<file path="src/sbm_consts.vh">
// Constants for the SPI bus monitor and trigger block
`ifndef SBM_CONSTS_VH
`define SBM_CONSTS_VH
// Trigger mode encodings
`define SBM_TRIG_FSTART 2'h0
`define SBM_TRIG_FEND 2'h1
`define SBM_TRIG_BIT 2'h2
`define SBM_TRIG_PATT 2'h3
// Word size limits
`define SBM_WORD_MAX 32
`define SBM_WCNT_W 6
// Default idle time in ns and sampling period in ns
`define SBM_IDLE_NS 1000
`define SBM_CLK_NS 10
`define SBM_IDLE_CYC ((`SBM_IDLE_NS) / (`SBM_CLK_NS))
// Polarity reset values: 1 means high active
`define SBM_CS_POL_RST 1'b0
`define SBM_DATA_POL_RST 1'b1
// Field width of bit counters
`define SBM_BCNT_W 16
`endif

</file>
<file path="src/sbm_sync.v">
// Two-flop synchroniser with edge detection on the synchronised level
`timescale 1ns/100ps
module sbm_sync (
	input wire clk_sys,
	input wire reset_n,
	input wire din,
	output reg dout,
	output wire rise,
	output wire fall
);
	reg meta_q;
	reg sync_q;

	// ----------------------------------------
	// Synchroniser and history
	// ----------------------------------------
	// The first flop feeds only the second one, never any logic
	always @(posedge clk_sys) begin
		if (!reset_n) begin
			meta_q <= 1'b0;
			sync_q <= 1'b0;
			dout <= 1'b0;
		end else begin
			meta_q <= din;
			sync_q <= meta_q;
			dout <= sync_q;
		end
	end

	// Edges compare the settled level with its previous value
	assign rise = sync_q & ~dout;
	assign fall = ~sync_q & dout;
endmodule

</file>
<file path="src/sbm_idle.v">
// Idle timer measuring quiet time since the last bus clock edge
`timescale 1ns/100ps
module sbm_idle #(
	parameter CNT_W = 24
) (
	input wire clk_sys,
	input wire reset_n,
	input wire edge_seen,
	input wire [CNT_W-1:0] limit,
	output reg expired
);
	reg [CNT_W-1:0] cnt_q;

	// ----------------------------------------
	// Counter
	// ----------------------------------------
	// Restarts on every bus clock edge; saturates at the limit
	always @(posedge clk_sys) begin
		if (!reset_n) begin
			cnt_q <= {CNT_W{1'b0}};
			expired <= 1'b1;
		end else if (edge_seen) begin
			cnt_q <= {CNT_W{1'b0}};
			expired <= 1'b0;
		end else if (cnt_q < limit) begin
			cnt_q <= cnt_q + {{(CNT_W-1){1'b0}}, 1'b1};
			expired <= 1'b0;
		end else begin
			expired <= 1'b1;
		end
	end
endmodule

</file>
<file path="src/sbm_monitor.v">
// Passive SPI bus monitor: word and frame assembly plus trigger events
// Operation
// Bits form words; frames hold words
// Word length selectable up to 32
// Bit order selects MSB or LSB first
// Chosen clock edge starts each bit
// Each line has own polarity setting
// Reset: chip select low active, data high
// CS mode: frame starts on CS active
// CS mode: frame ends on CS inactive
// No-CS mode: frame starts after idle time
// Short gaps keep words in one frame
// No-CS: frame ends after idle elapses
// Trigger mode picks exactly one condition
// Bits numbered from one; offset skips bits
// Bit trigger fires on bit after offset
// Source selects MOSI or MISO for trigger
// MOSI required, MISO optional
// Second data line only on instances one, three
// Master drives clock and select, no ack
// Pattern trigger marks pattern first bit; trig_q pulses at the last pattern bit
// Pattern bits zero, one or don't-care
// Report word count, start time, words
// Idle counted in sampling clocks, restart
// Only pattern-length bits are compared
`timescale 1ns/100ps
`include "sbm_consts.vh"
module sbm_monitor #(
	parameter INSTANCE = 1,
	parameter IDLE_CYC = `SBM_IDLE_CYC,
	parameter TIME_W = 32,
	parameter CNT_W = 24
) (
	input wire clk_sys,
	input wire reset_n,
	input wire spi_sclk,
	input wire spi_cs,
	input wire spi_mosi,
	input wire spi_miso,
	input wire cfg_use_cs,
	input wire cfg_miso_en,
	input wire cfg_falling,
	input wire cfg_lsb_first,
	input wire [5:0] cfg_word_len,
	input wire cfg_pol_wr,
	input wire cfg_cs_pol,
	input wire cfg_mosi_pol,
	input wire cfg_miso_pol,
	input wire [CNT_W-1:0] cfg_idle,
	input wire [1:0] cfg_trig_mode,
	input wire cfg_trig_miso,
	input wire [15:0] cfg_offset,
	input wire [5:0] cfg_patt_len,
	input wire [31:0] cfg_patt_val,
	input wire [31:0] cfg_patt_care,
	output reg trig_q,
	output reg frame_start_q,
	output reg frame_end_q,
	output reg in_frame_q,
	output reg word_valid_q,
	output reg [31:0] mosi_word_q,
	output reg [31:0] miso_word_q,
	output reg frame_valid_q,
	output reg [15:0] frame_words_q,
	output reg [TIME_W-1:0] frame_time_q,
	output reg miso_avail_q
);
	// ----------------------------------------
	// Input synchronisers
	// ----------------------------------------
	wire sclk_s, cs_s, mosi_s, miso_s;
	wire sclk_r, sclk_f, cs_r, cs_f;

	sbm_sync u_sclk (
		.clk_sys(clk_sys),
		.reset_n(reset_n),
		.din(spi_sclk),
		.dout(sclk_s),
		.rise(sclk_r),
		.fall(sclk_f)
	);
	sbm_sync u_cs (
		.clk_sys(clk_sys),
		.reset_n(reset_n),
		.din(spi_cs),
		.dout(cs_s),
		.rise(cs_r),
		.fall(cs_f)
	);
	sbm_sync u_mosi (
		.clk_sys(clk_sys),
		.reset_n(reset_n),
		.din(spi_mosi),
		.dout(mosi_s),
		.rise(),
		.fall()
	);
	sbm_sync u_miso (
		.clk_sys(clk_sys),
		.reset_n(reset_n),
		.din(spi_miso),
		.dout(miso_s),
		.rise(),
		.fall()
	);

	// ----------------------------------------
	// Polarity registers
	// ----------------------------------------
	reg cs_pol_q, mosi_pol_q, miso_pol_q;

	// Loaded by a write strobe so reset defaults are meaningful
	always @(posedge clk_sys) begin
		if (!reset_n) begin
			cs_pol_q <= `SBM_CS_POL_RST;
			mosi_pol_q <= `SBM_DATA_POL_RST;
			miso_pol_q <= `SBM_DATA_POL_RST;
		end else if (cfg_pol_wr) begin
			cs_pol_q <= cfg_cs_pol;
			mosi_pol_q <= cfg_mosi_pol;
			miso_pol_q <= cfg_miso_pol;
		end
	end

	// Logic values after polarity; pol 1 means high active
	wire mosi_bit = mosi_s ~^ mosi_pol_q;
	wire miso_bit = miso_s ~^ miso_pol_q;
	// Second line is only allowed on instances one and three
	wire miso_ok = cfg_miso_en && (INSTANCE == 1 || INSTANCE == 3);
	// Synchronised CS edges, seen as active and inactive transitions
	wire cs_act_e = cs_pol_q ? cs_r : cs_f;
	wire cs_inact_e = cs_pol_q ? cs_f : cs_r;
	wire cs_active = cs_s ~^ cs_pol_q;

	// Selected clock edge samples data and opens a bit
	wire bit_e = cfg_falling ? sclk_f : sclk_r;
	// Any edge restarts the idle timer, whichever edge samples data
	wire any_e = sclk_r | sclk_f;

	// ----------------------------------------
	// Idle timer for mode without chip select
	// ----------------------------------------
	wire idle_exp;

	sbm_idle #(
		.CNT_W(CNT_W)
	) u_idle (
		.clk_sys(clk_sys),
		.reset_n(reset_n),
		.edge_seen(any_e),
		.limit(cfg_idle),
		.expired(idle_exp)
	);

	// ----------------------------------------
	// Free running time stamp
	// ----------------------------------------
	reg [TIME_W-1:0] now_q;

	always @(posedge clk_sys) begin
		if (!reset_n)
			now_q <= {TIME_W{1'b0}};
		else
			now_q <= now_q + {{(TIME_W-1){1'b0}}, 1'b1};
	end

	// ----------------------------------------
	// Frame state
	// ----------------------------------------
	// Armed once the bus has been quiet for the idle time; it stays
	// armed until a frame opens, so in falling edge mode the rising
	// half of the first bit cannot disarm it before the bit is taken
	reg idle_exp_q;

	// In no-CS mode a frame opens at the first selected edge after idle
	wire nocs_start = !cfg_use_cs && !in_frame_q && bit_e && idle_exp_q;
	wire nocs_end = !cfg_use_cs && in_frame_q && idle_exp;
	wire fr_start = cfg_use_cs ? cs_act_e : nocs_start;
	wire fr_end = cfg_use_cs ? (cs_inact_e && in_frame_q) : nocs_end;
	// Bits count only inside a frame; CS mode also needs CS active
	wire bit_take = bit_e && (cfg_use_cs ? cs_active : 1'b1)
		&& (in_frame_q || fr_start);
	// Expiry sets the arm flag and wins over a frame start
	always @(posedge clk_sys) begin
		if (!reset_n)
			idle_exp_q <= 1'b1;
		else if (idle_exp)
			idle_exp_q <= 1'b1;
		else if (fr_start)
			idle_exp_q <= 1'b0;
	end

	reg [5:0] bit_in_word_q;
	reg [31:0] mosi_sh_q, miso_sh_q;
	reg [15:0] bit_num_q;
	reg [15:0] words_q;
	reg [TIME_W-1:0] start_q;
	reg [5:0] wlen;
	reg last_bit;
	reg [31:0] mosi_next, miso_next;

	// Clamp word length into 1..32
	always @* begin
		wlen = cfg_word_len;
		if (cfg_word_len == 6'h00 || cfg_word_len > 6'h20)
			wlen = 6'h20;
		last_bit = (bit_in_word_q + 6'h01) == wlen;
		// Shift direction per bit order; final word is right aligned
		if (cfg_lsb_first) begin
			mosi_next = {mosi_bit, mosi_sh_q[31:1]};
			miso_next = {miso_bit, miso_sh_q[31:1]};
		end else begin
			mosi_next = {mosi_sh_q[30:0], mosi_bit};
			miso_next = {miso_sh_q[30:0], miso_bit};
		end
	end

	// Word assembly, frame bookkeeping and reporting
	always @(posedge clk_sys) begin
		if (!reset_n) begin
			in_frame_q <= 1'b0;
			bit_in_word_q <= 6'h00;
			mosi_sh_q <= 32'h0000_0000;
			miso_sh_q <= 32'h0000_0000;
			bit_num_q <= 16'h0000;
			words_q <= 16'h0000;
			start_q <= {TIME_W{1'b0}};
			word_valid_q <= 1'b0;
			mosi_word_q <= 32'h0000_0000;
			miso_word_q <= 32'h0000_0000;
			frame_valid_q <= 1'b0;
			frame_words_q <= 16'h0000;
			frame_time_q <= {TIME_W{1'b0}};
			frame_start_q <= 1'b0;
			frame_end_q <= 1'b0;
			miso_avail_q <= 1'b0;
		end else begin
			word_valid_q <= 1'b0;
			frame_valid_q <= 1'b0;
			frame_start_q <= fr_start;
			frame_end_q <= fr_end;
			miso_avail_q <= miso_ok;
			if (fr_start) begin
				in_frame_q <= 1'b1;
				bit_in_word_q <= 6'h00;
				bit_num_q <= 16'h0000;
				words_q <= 16'h0000;
				start_q <= now_q;
			end else if (fr_end) begin
				in_frame_q <= 1'b0;
				// Report only frames that held at least one word
				frame_valid_q <= words_q != 16'h0000;
				frame_words_q <= words_q;
				frame_time_q <= start_q;
			end
			if (bit_take && !fr_end) begin
				bit_num_q <= (fr_start ? 16'h0000 : bit_num_q) + 16'h0001;
				if (last_bit) begin
					// Right align LSB-first words of short length
					mosi_word_q <= cfg_lsb_first ?
						(mosi_next >> (6'h20 - wlen)) : mosi_next;
					miso_word_q <= !miso_ok ? 32'h0000_0000 :
						cfg_lsb_first ? (miso_next >> (6'h20 - wlen))
						: miso_next;
					word_valid_q <= 1'b1;
					bit_in_word_q <= 6'h00;
					words_q <= (fr_start ? 16'h0000 : words_q) + 16'h0001;
					mosi_sh_q <= 32'h0000_0000;
					miso_sh_q <= 32'h0000_0000;
				end else begin
					mosi_sh_q <= mosi_next;
					miso_sh_q <= miso_next;
					bit_in_word_q <= bit_in_word_q + 6'h01;
				end
			end
		end
	end

	// ----------------------------------------
	// Trigger logic
	// ----------------------------------------
	// Source line for the trigger, MISO only when available
	wire trig_bit = (cfg_trig_miso && miso_ok) ? miso_bit : mosi_bit;
	// Number this bit will carry, counted from one
	wire [15:0] cur_num = (fr_start ? 16'h0000 : bit_num_q) + 16'h0001;
	wire [15:0] patt_first = cfg_offset + 16'h0001;
	// Last bit number that still takes part in the pattern
	wire [15:0] patt_last = cfg_offset + {10'h000, cfg_patt_len};
	// Received pattern bits, cleared at every frame boundary
	reg [31:0] got_q;
	reg patt_busy_q;
	reg [TIME_W-1:0] patt_t_q;
	wire [5:0] pidx = cur_num[5:0] - patt_first[5:0];
	wire in_patt = bit_take && cfg_patt_len != 6'h00
		&& cur_num >= patt_first && cur_num <= patt_last;
	wire [31:0] got_next = got_q | ({31'h0, trig_bit} << pidx);
	wire [31:0] len_mask = (cfg_patt_len >= 6'h20) ? 32'hFFFF_FFFF :
		((32'h0000_0001 << cfg_patt_len) - 32'h0000_0001);
	// Care bits select compared positions; don't-care matches both
	wire patt_hit = ((got_next ^ cfg_patt_val) & cfg_patt_care
		& len_mask) == 32'h0000_0000;

	// Pattern is captured as bit 0 = first pattern bit
	always @(posedge clk_sys) begin
		if (!reset_n) begin
			got_q <= 32'h0000_0000;
			patt_busy_q <= 1'b0;
			patt_t_q <= {TIME_W{1'b0}};
		end else if (fr_start || fr_end) begin
			got_q <= 32'h0000_0000;
			patt_busy_q <= 1'b0;
		end else if (in_patt) begin
			got_q <= got_next;
			patt_busy_q <= cur_num != patt_last;
			if (cur_num == patt_first)
				patt_t_q <= now_q;
		end
	end

	// One pulse per selected condition; the pattern trigger is
	// only known at its last bit, so it is flagged then while
	// the first bit time is kept in patt_t_q, which reaches no output.
	always @(posedge clk_sys) begin
		if (!reset_n) begin
			trig_q <= 1'b0;
		end else begin
			case (cfg_trig_mode)
			`SBM_TRIG_FSTART:
				trig_q <= fr_start;
			`SBM_TRIG_FEND:
				trig_q <= fr_end;
			`SBM_TRIG_BIT:
				trig_q <= bit_take && cur_num == patt_first;
			`SBM_TRIG_PATT:
				trig_q <= in_patt && cur_num == patt_last
					&& patt_hit;
			default:
				trig_q <= 1'b0;
			endcase
		end
	end
endmodule

</file>
<file path="config.mk">
export PLATFORM = sky130hd
export DESIGN_NAME = sbm_monitor
export DESIGN_NICKNAME = d
export VERILOG_FILES = /design/src/sbm_sync.v /design/src/sbm_idle.v /design/src/sbm_monitor.v
export VERILOG_INCLUDE_DIRS = /design/src
export SDC_FILE = /design/constraint.sdc
export NUM_CORES = 1
export LEC_CHECK = 0
export BUFFER_PORTS_ARGS = -buffer_cell sky130_fd_sc_hd__buf_2
export CORE_MARGIN = 2
export CORE_UTILIZATION = 45
export DETAILED_ROUTE_END_ITERATION = 6
export PLACE_DENSITY = 0.65
export RECOVER_POWER = 25
export SLEW_MARGIN = 20
export SYNTH_ARGS = -nofsm -noshare
export SYNTH_HDL_FRONTEND = slang
export SYNTH_SLANG_ARGS = --single-unit
</file>
<file path="constraint.sdc">
create_clock -name clk_sys -period 10.1 [get_ports clk_sys]
set_input_delay 1.01 -clock clk_sys [delete_from_list [all_inputs] [get_ports clk_sys]]
set_output_delay 1.01 -clock clk_sys [all_outputs]
set_load 0.01 [all_outputs]
</file>
==> results.py <==
metrics = {
    "status": {
        "status": "finished, violations left",
        "violations": "max-capacitance violations, max-slew violations",
    },
    "final_layout": {
        "regArea_um2": 7170,
        "syn2layout_area_growth_pct": 12.6,
        "drive_gt1_frac": 0.110,
        "fin_area_um2": 25900,
        "final_nets": 3314,
        "post-route-util": 0.515,
        "n_fill_cell": 5022,
        "multi_input_area_um2": 14900,
        "layout.cells.non_filler": 3816,
        "antenna-diode-count": 0,
    },
    "synthesis": {
        "synthCells": 3001,
        "ys_warn_count": 0,
        "synth_nets": 3202,
        "synthFlopType": "dfxtp_1",
        "ys_ff_latch": 358,
        "synth_edf_count": 0,
        "synthDistinctLibCells": 87,
        "syn_area_um2": 23000,
        "avgSynthCellArea_um2": 7.66,
        "ys_async_sr_fraction": 0,
        "seq_area_frac_synth": 0.312,
    },
    "critical_path": {
        "cp-end-kind": "flop",
        "r2r_start": "bit_num_q[1]",
        "worst_setup_path_start_kind": "primary input",
        "worstPathMaxFanout": 107,
        "rr_worst_depth": 20,
        "worstPathRequired_ns": 10.60,
        "critical_path_class": "primary input to flop",
        "crit_start": "reset_n",
        "arrival_ns": 7.17,
        "regToRegEndpoint": "trig_q",
        "rrSetupSlack_ns": 4.36,
        "cp-endpoint": "miso_sh_q[13]",
    },
    "flow_run": {
        "cap_violations": 2,
    },
    "clock_tree": {
        "htree_levels": 2,
        "cts_root_buf": "clkbuf_16",
        "post-cts-setup-buffers": 0,
        "clock_sinks": 358,
        "cts_resized": 0,
        "hold_buffers": 0,
        "clk_latency_ns": 0.59,
        "cts_tree": "built",
        "clockBufferDepth": 3,
        "clk_pin_slew_ns": 0.06,
        "cts_made_buffers": 41,
    },
    "sta": {
        "timing.final.max_slew_violations": 193,
        "post-route-min-period_ns": 6.66,
        "worst_pin_slew_ns": 3.97,
        "hold_viol": 0,
        "fin_hold_ws_ns": 0.434,
        "maxSlewHeadroom": -1.65,
        "setup_viol_count_final": 0,
        "worst_slack_ns": 3.44,
        "tns_ns": 0,
        "clock.fmax_mhz": 150,
        "min_period_over_period": 0.660,
        "rsz0062_at_grt": "no",
        "final.setup_skew_ns": 0.0330,
    },
    "floorplan": {
        "die_area_um2": 52900,
        "top_level_ports": 252,
        "core_um2": 50300,
        "dieWidth_um": 230,
        "start_util": 0.457,
        "rows": 82,
        "fp.dieH_um": 230,
    },
    "power_and_ir_drop": {
        "p_total_mw": 3.52,
        "vdd_drop_max_v": 0.000106,
        "p_per_area_nw_per_um2": 136,
        "p_leak_nw": 10.1,
    },
    "drt": {
        "firstDrtPassIters": 6,
        "wl_per_cell_um": 20.3,
        "vias": 22500,
        "finalWirelength_um": 77600,
        "drtIter0Drc": 1803,
        "drc": 0,
        "ant_nets": 0,
        "drt-vias-per-instance": 5.90,
    },
    "grt": {
        "antenna_found_initial": 1,
        "first_global_vias": 21200,
        "gr-usage-all-layers": 0.283,
        "grt_overflow": 0,
        "grt_pass1_wl_um": 121000,
        "grt_max_degree": 108,
    },
    "placement": {
        "detailed_place_hpwl_um": 56600,
        "io_buffers": 251,
        "pre_cts_slack_ns": 4.05,
        "placed_cells": 3742,
        "placed_area_um2": 24600,
        "globalplace.congestion": 1.03,
    },
    "worst_hold_path": {
        "hp-class": "flop to flop",
    },
}
registers in the layout (all words and copies together) (netlist names), 6 cells and up:
signal	cells
miso_sh_q	32
mosi_word_q	32
now_q	32
frame_words_q	16
bit_in_word_q	6
bit_num_q	16
got_q	32
u_idle.cnt_q	24
words_q	16
start_q	32
mosi_sh_q	32
miso_word_q	32
frame_time_q	32
area by class of cell:
class | count | share of cell area
multi-input combinational | 2368 | 0.575
sequential | 358 | 0.277
timing repair buffer | 280 | 0.0525
clock buffer | 62 | 0.0454
tap | 672 | 0.0325
inverter | 64 | 0.00927
clock inverter | 12 | 0.00913
cell usage in the layout (no fill, tap or decap), types with 11 or more instances in the layout:
master / Yosys / layout
a211oi_1: 19 / 18
a21boi_0: 162 / 162
a21o_1: 40 / 40
a21oi_1: 149 / 149
a221oi_1: 17 / 17
a22o_1: 11 / 11
a22oi_1: 20 / 20
a31oi_1: 43 / 43
and2_0: 1 / 14
and2_1: 71 / 57
and3_1: 31 / 31
buf_2: 7 / 160
buf_4: 0 / 29
clkbuf_1: 170 / 105
clkbuf_16: 0 / 41
dfxtp_1: 358 / 358
ha_1: 67 / 67
inv_1: 61 / 61
mux2_2: 44 / 44
mux2i_1: 91 / 91
nand2_1: 442 / 440
nand2b_1: 26 / 25
nand3_1: 125 / 125
nand3b_1: 12 / 12
nand4_1: 39 / 39
nor2_1: 282 / 280
nor2b_1: 55 / 54
nor3_1: 53 / 52
nor3b_1: 18 / 18
nor4_1: 14 / 14
o211ai_1: 34 / 34
o21ai_0: 128 / 128
o221ai_1: 11 / 11
o31ai_1: 19 / 19
or3_1: 27 / 27
xnor2_1: 68 / 67
xor2_1: 52 / 51
cell usage after synthesis, types with 67 or more instances:
cell type / instances / area [µm²]
and2_1: 71 / 444
nand2_1: 442 / 1660
a21oi_1: 149 / 746
nand3_1: 125 / 626
dfxtp_1: 358 / 7170
ha_1: 67 / 838
o21ai_0: 128 / 641
clkbuf_1: 170 / 638
mux2i_1: 91 / 911
a21boi_0: 162 / 1220
nor2_1: 282 / 1060
xnor2_1: 68 / 596
critical path, cell delays in order:
cell      delay [ns]
clkbuf_1        2.71
clkbuf_1        2.15
buf_4           0.85
a21boi_0        0.27
how the worst min path moves through the flow:
stage | cells after the start | start | end | slack, ns
floorplan | 1 | u_cs.meta_q | u_cs.sync_q | 0.41
global placement | 1 | u_mosi.sync_q | u_mosi.dout | 0.42
detailed placement | 1 | u_mosi.sync_q | u_mosi.dout | 0.42
CTS | 1 | u_sclk.meta_q | u_sclk.sync_q | 0.44
global route | 1 | u_mosi.meta_q | u_mosi.sync_q | 0.46
finish | 1 | u_sclk.meta_q | u_sclk.sync_q | 0.43
metal layers:
| metal | global-route usage | part of all wire | vias up | wire, µm |
|---|---|---|---|---|
| met5 | 0 | 0.00018 | - | 14 |
| li1 | - | - | 10900 | - |
| met2 | 0.486 | 0.48 | 677 | 37100 |
| met3 | 0.0310 | 0.051 | 123 | 3970 |
| met1 | 0.375 | 0.44 | 10800 | 34400 |
| met4 | 0.0774 | 0.027 | 2 | 2060 |
cell families after synthesis:
family	synth area share
and+or+nand+nor	0.262
AOI/OAI and AO/OA	0.232
DFF	0.312
buffers and inverters	0.0453
muxes	0.0641
xor gates and xnor gates	0.0477
adders and majority gates	0.0373
report_power, final:
| group | switching [mW] | internal [mW] | leakage [nW] |
|---|---|---|---|
| clock network | 0.635 | 0.942 | 0.685 |
| registers | 0.00657 | 1.42 | 2.89 |
| logic | 0.345 | 0.170 | 6.57 |
Note: power is estimated with default switching activity, not from simulation.
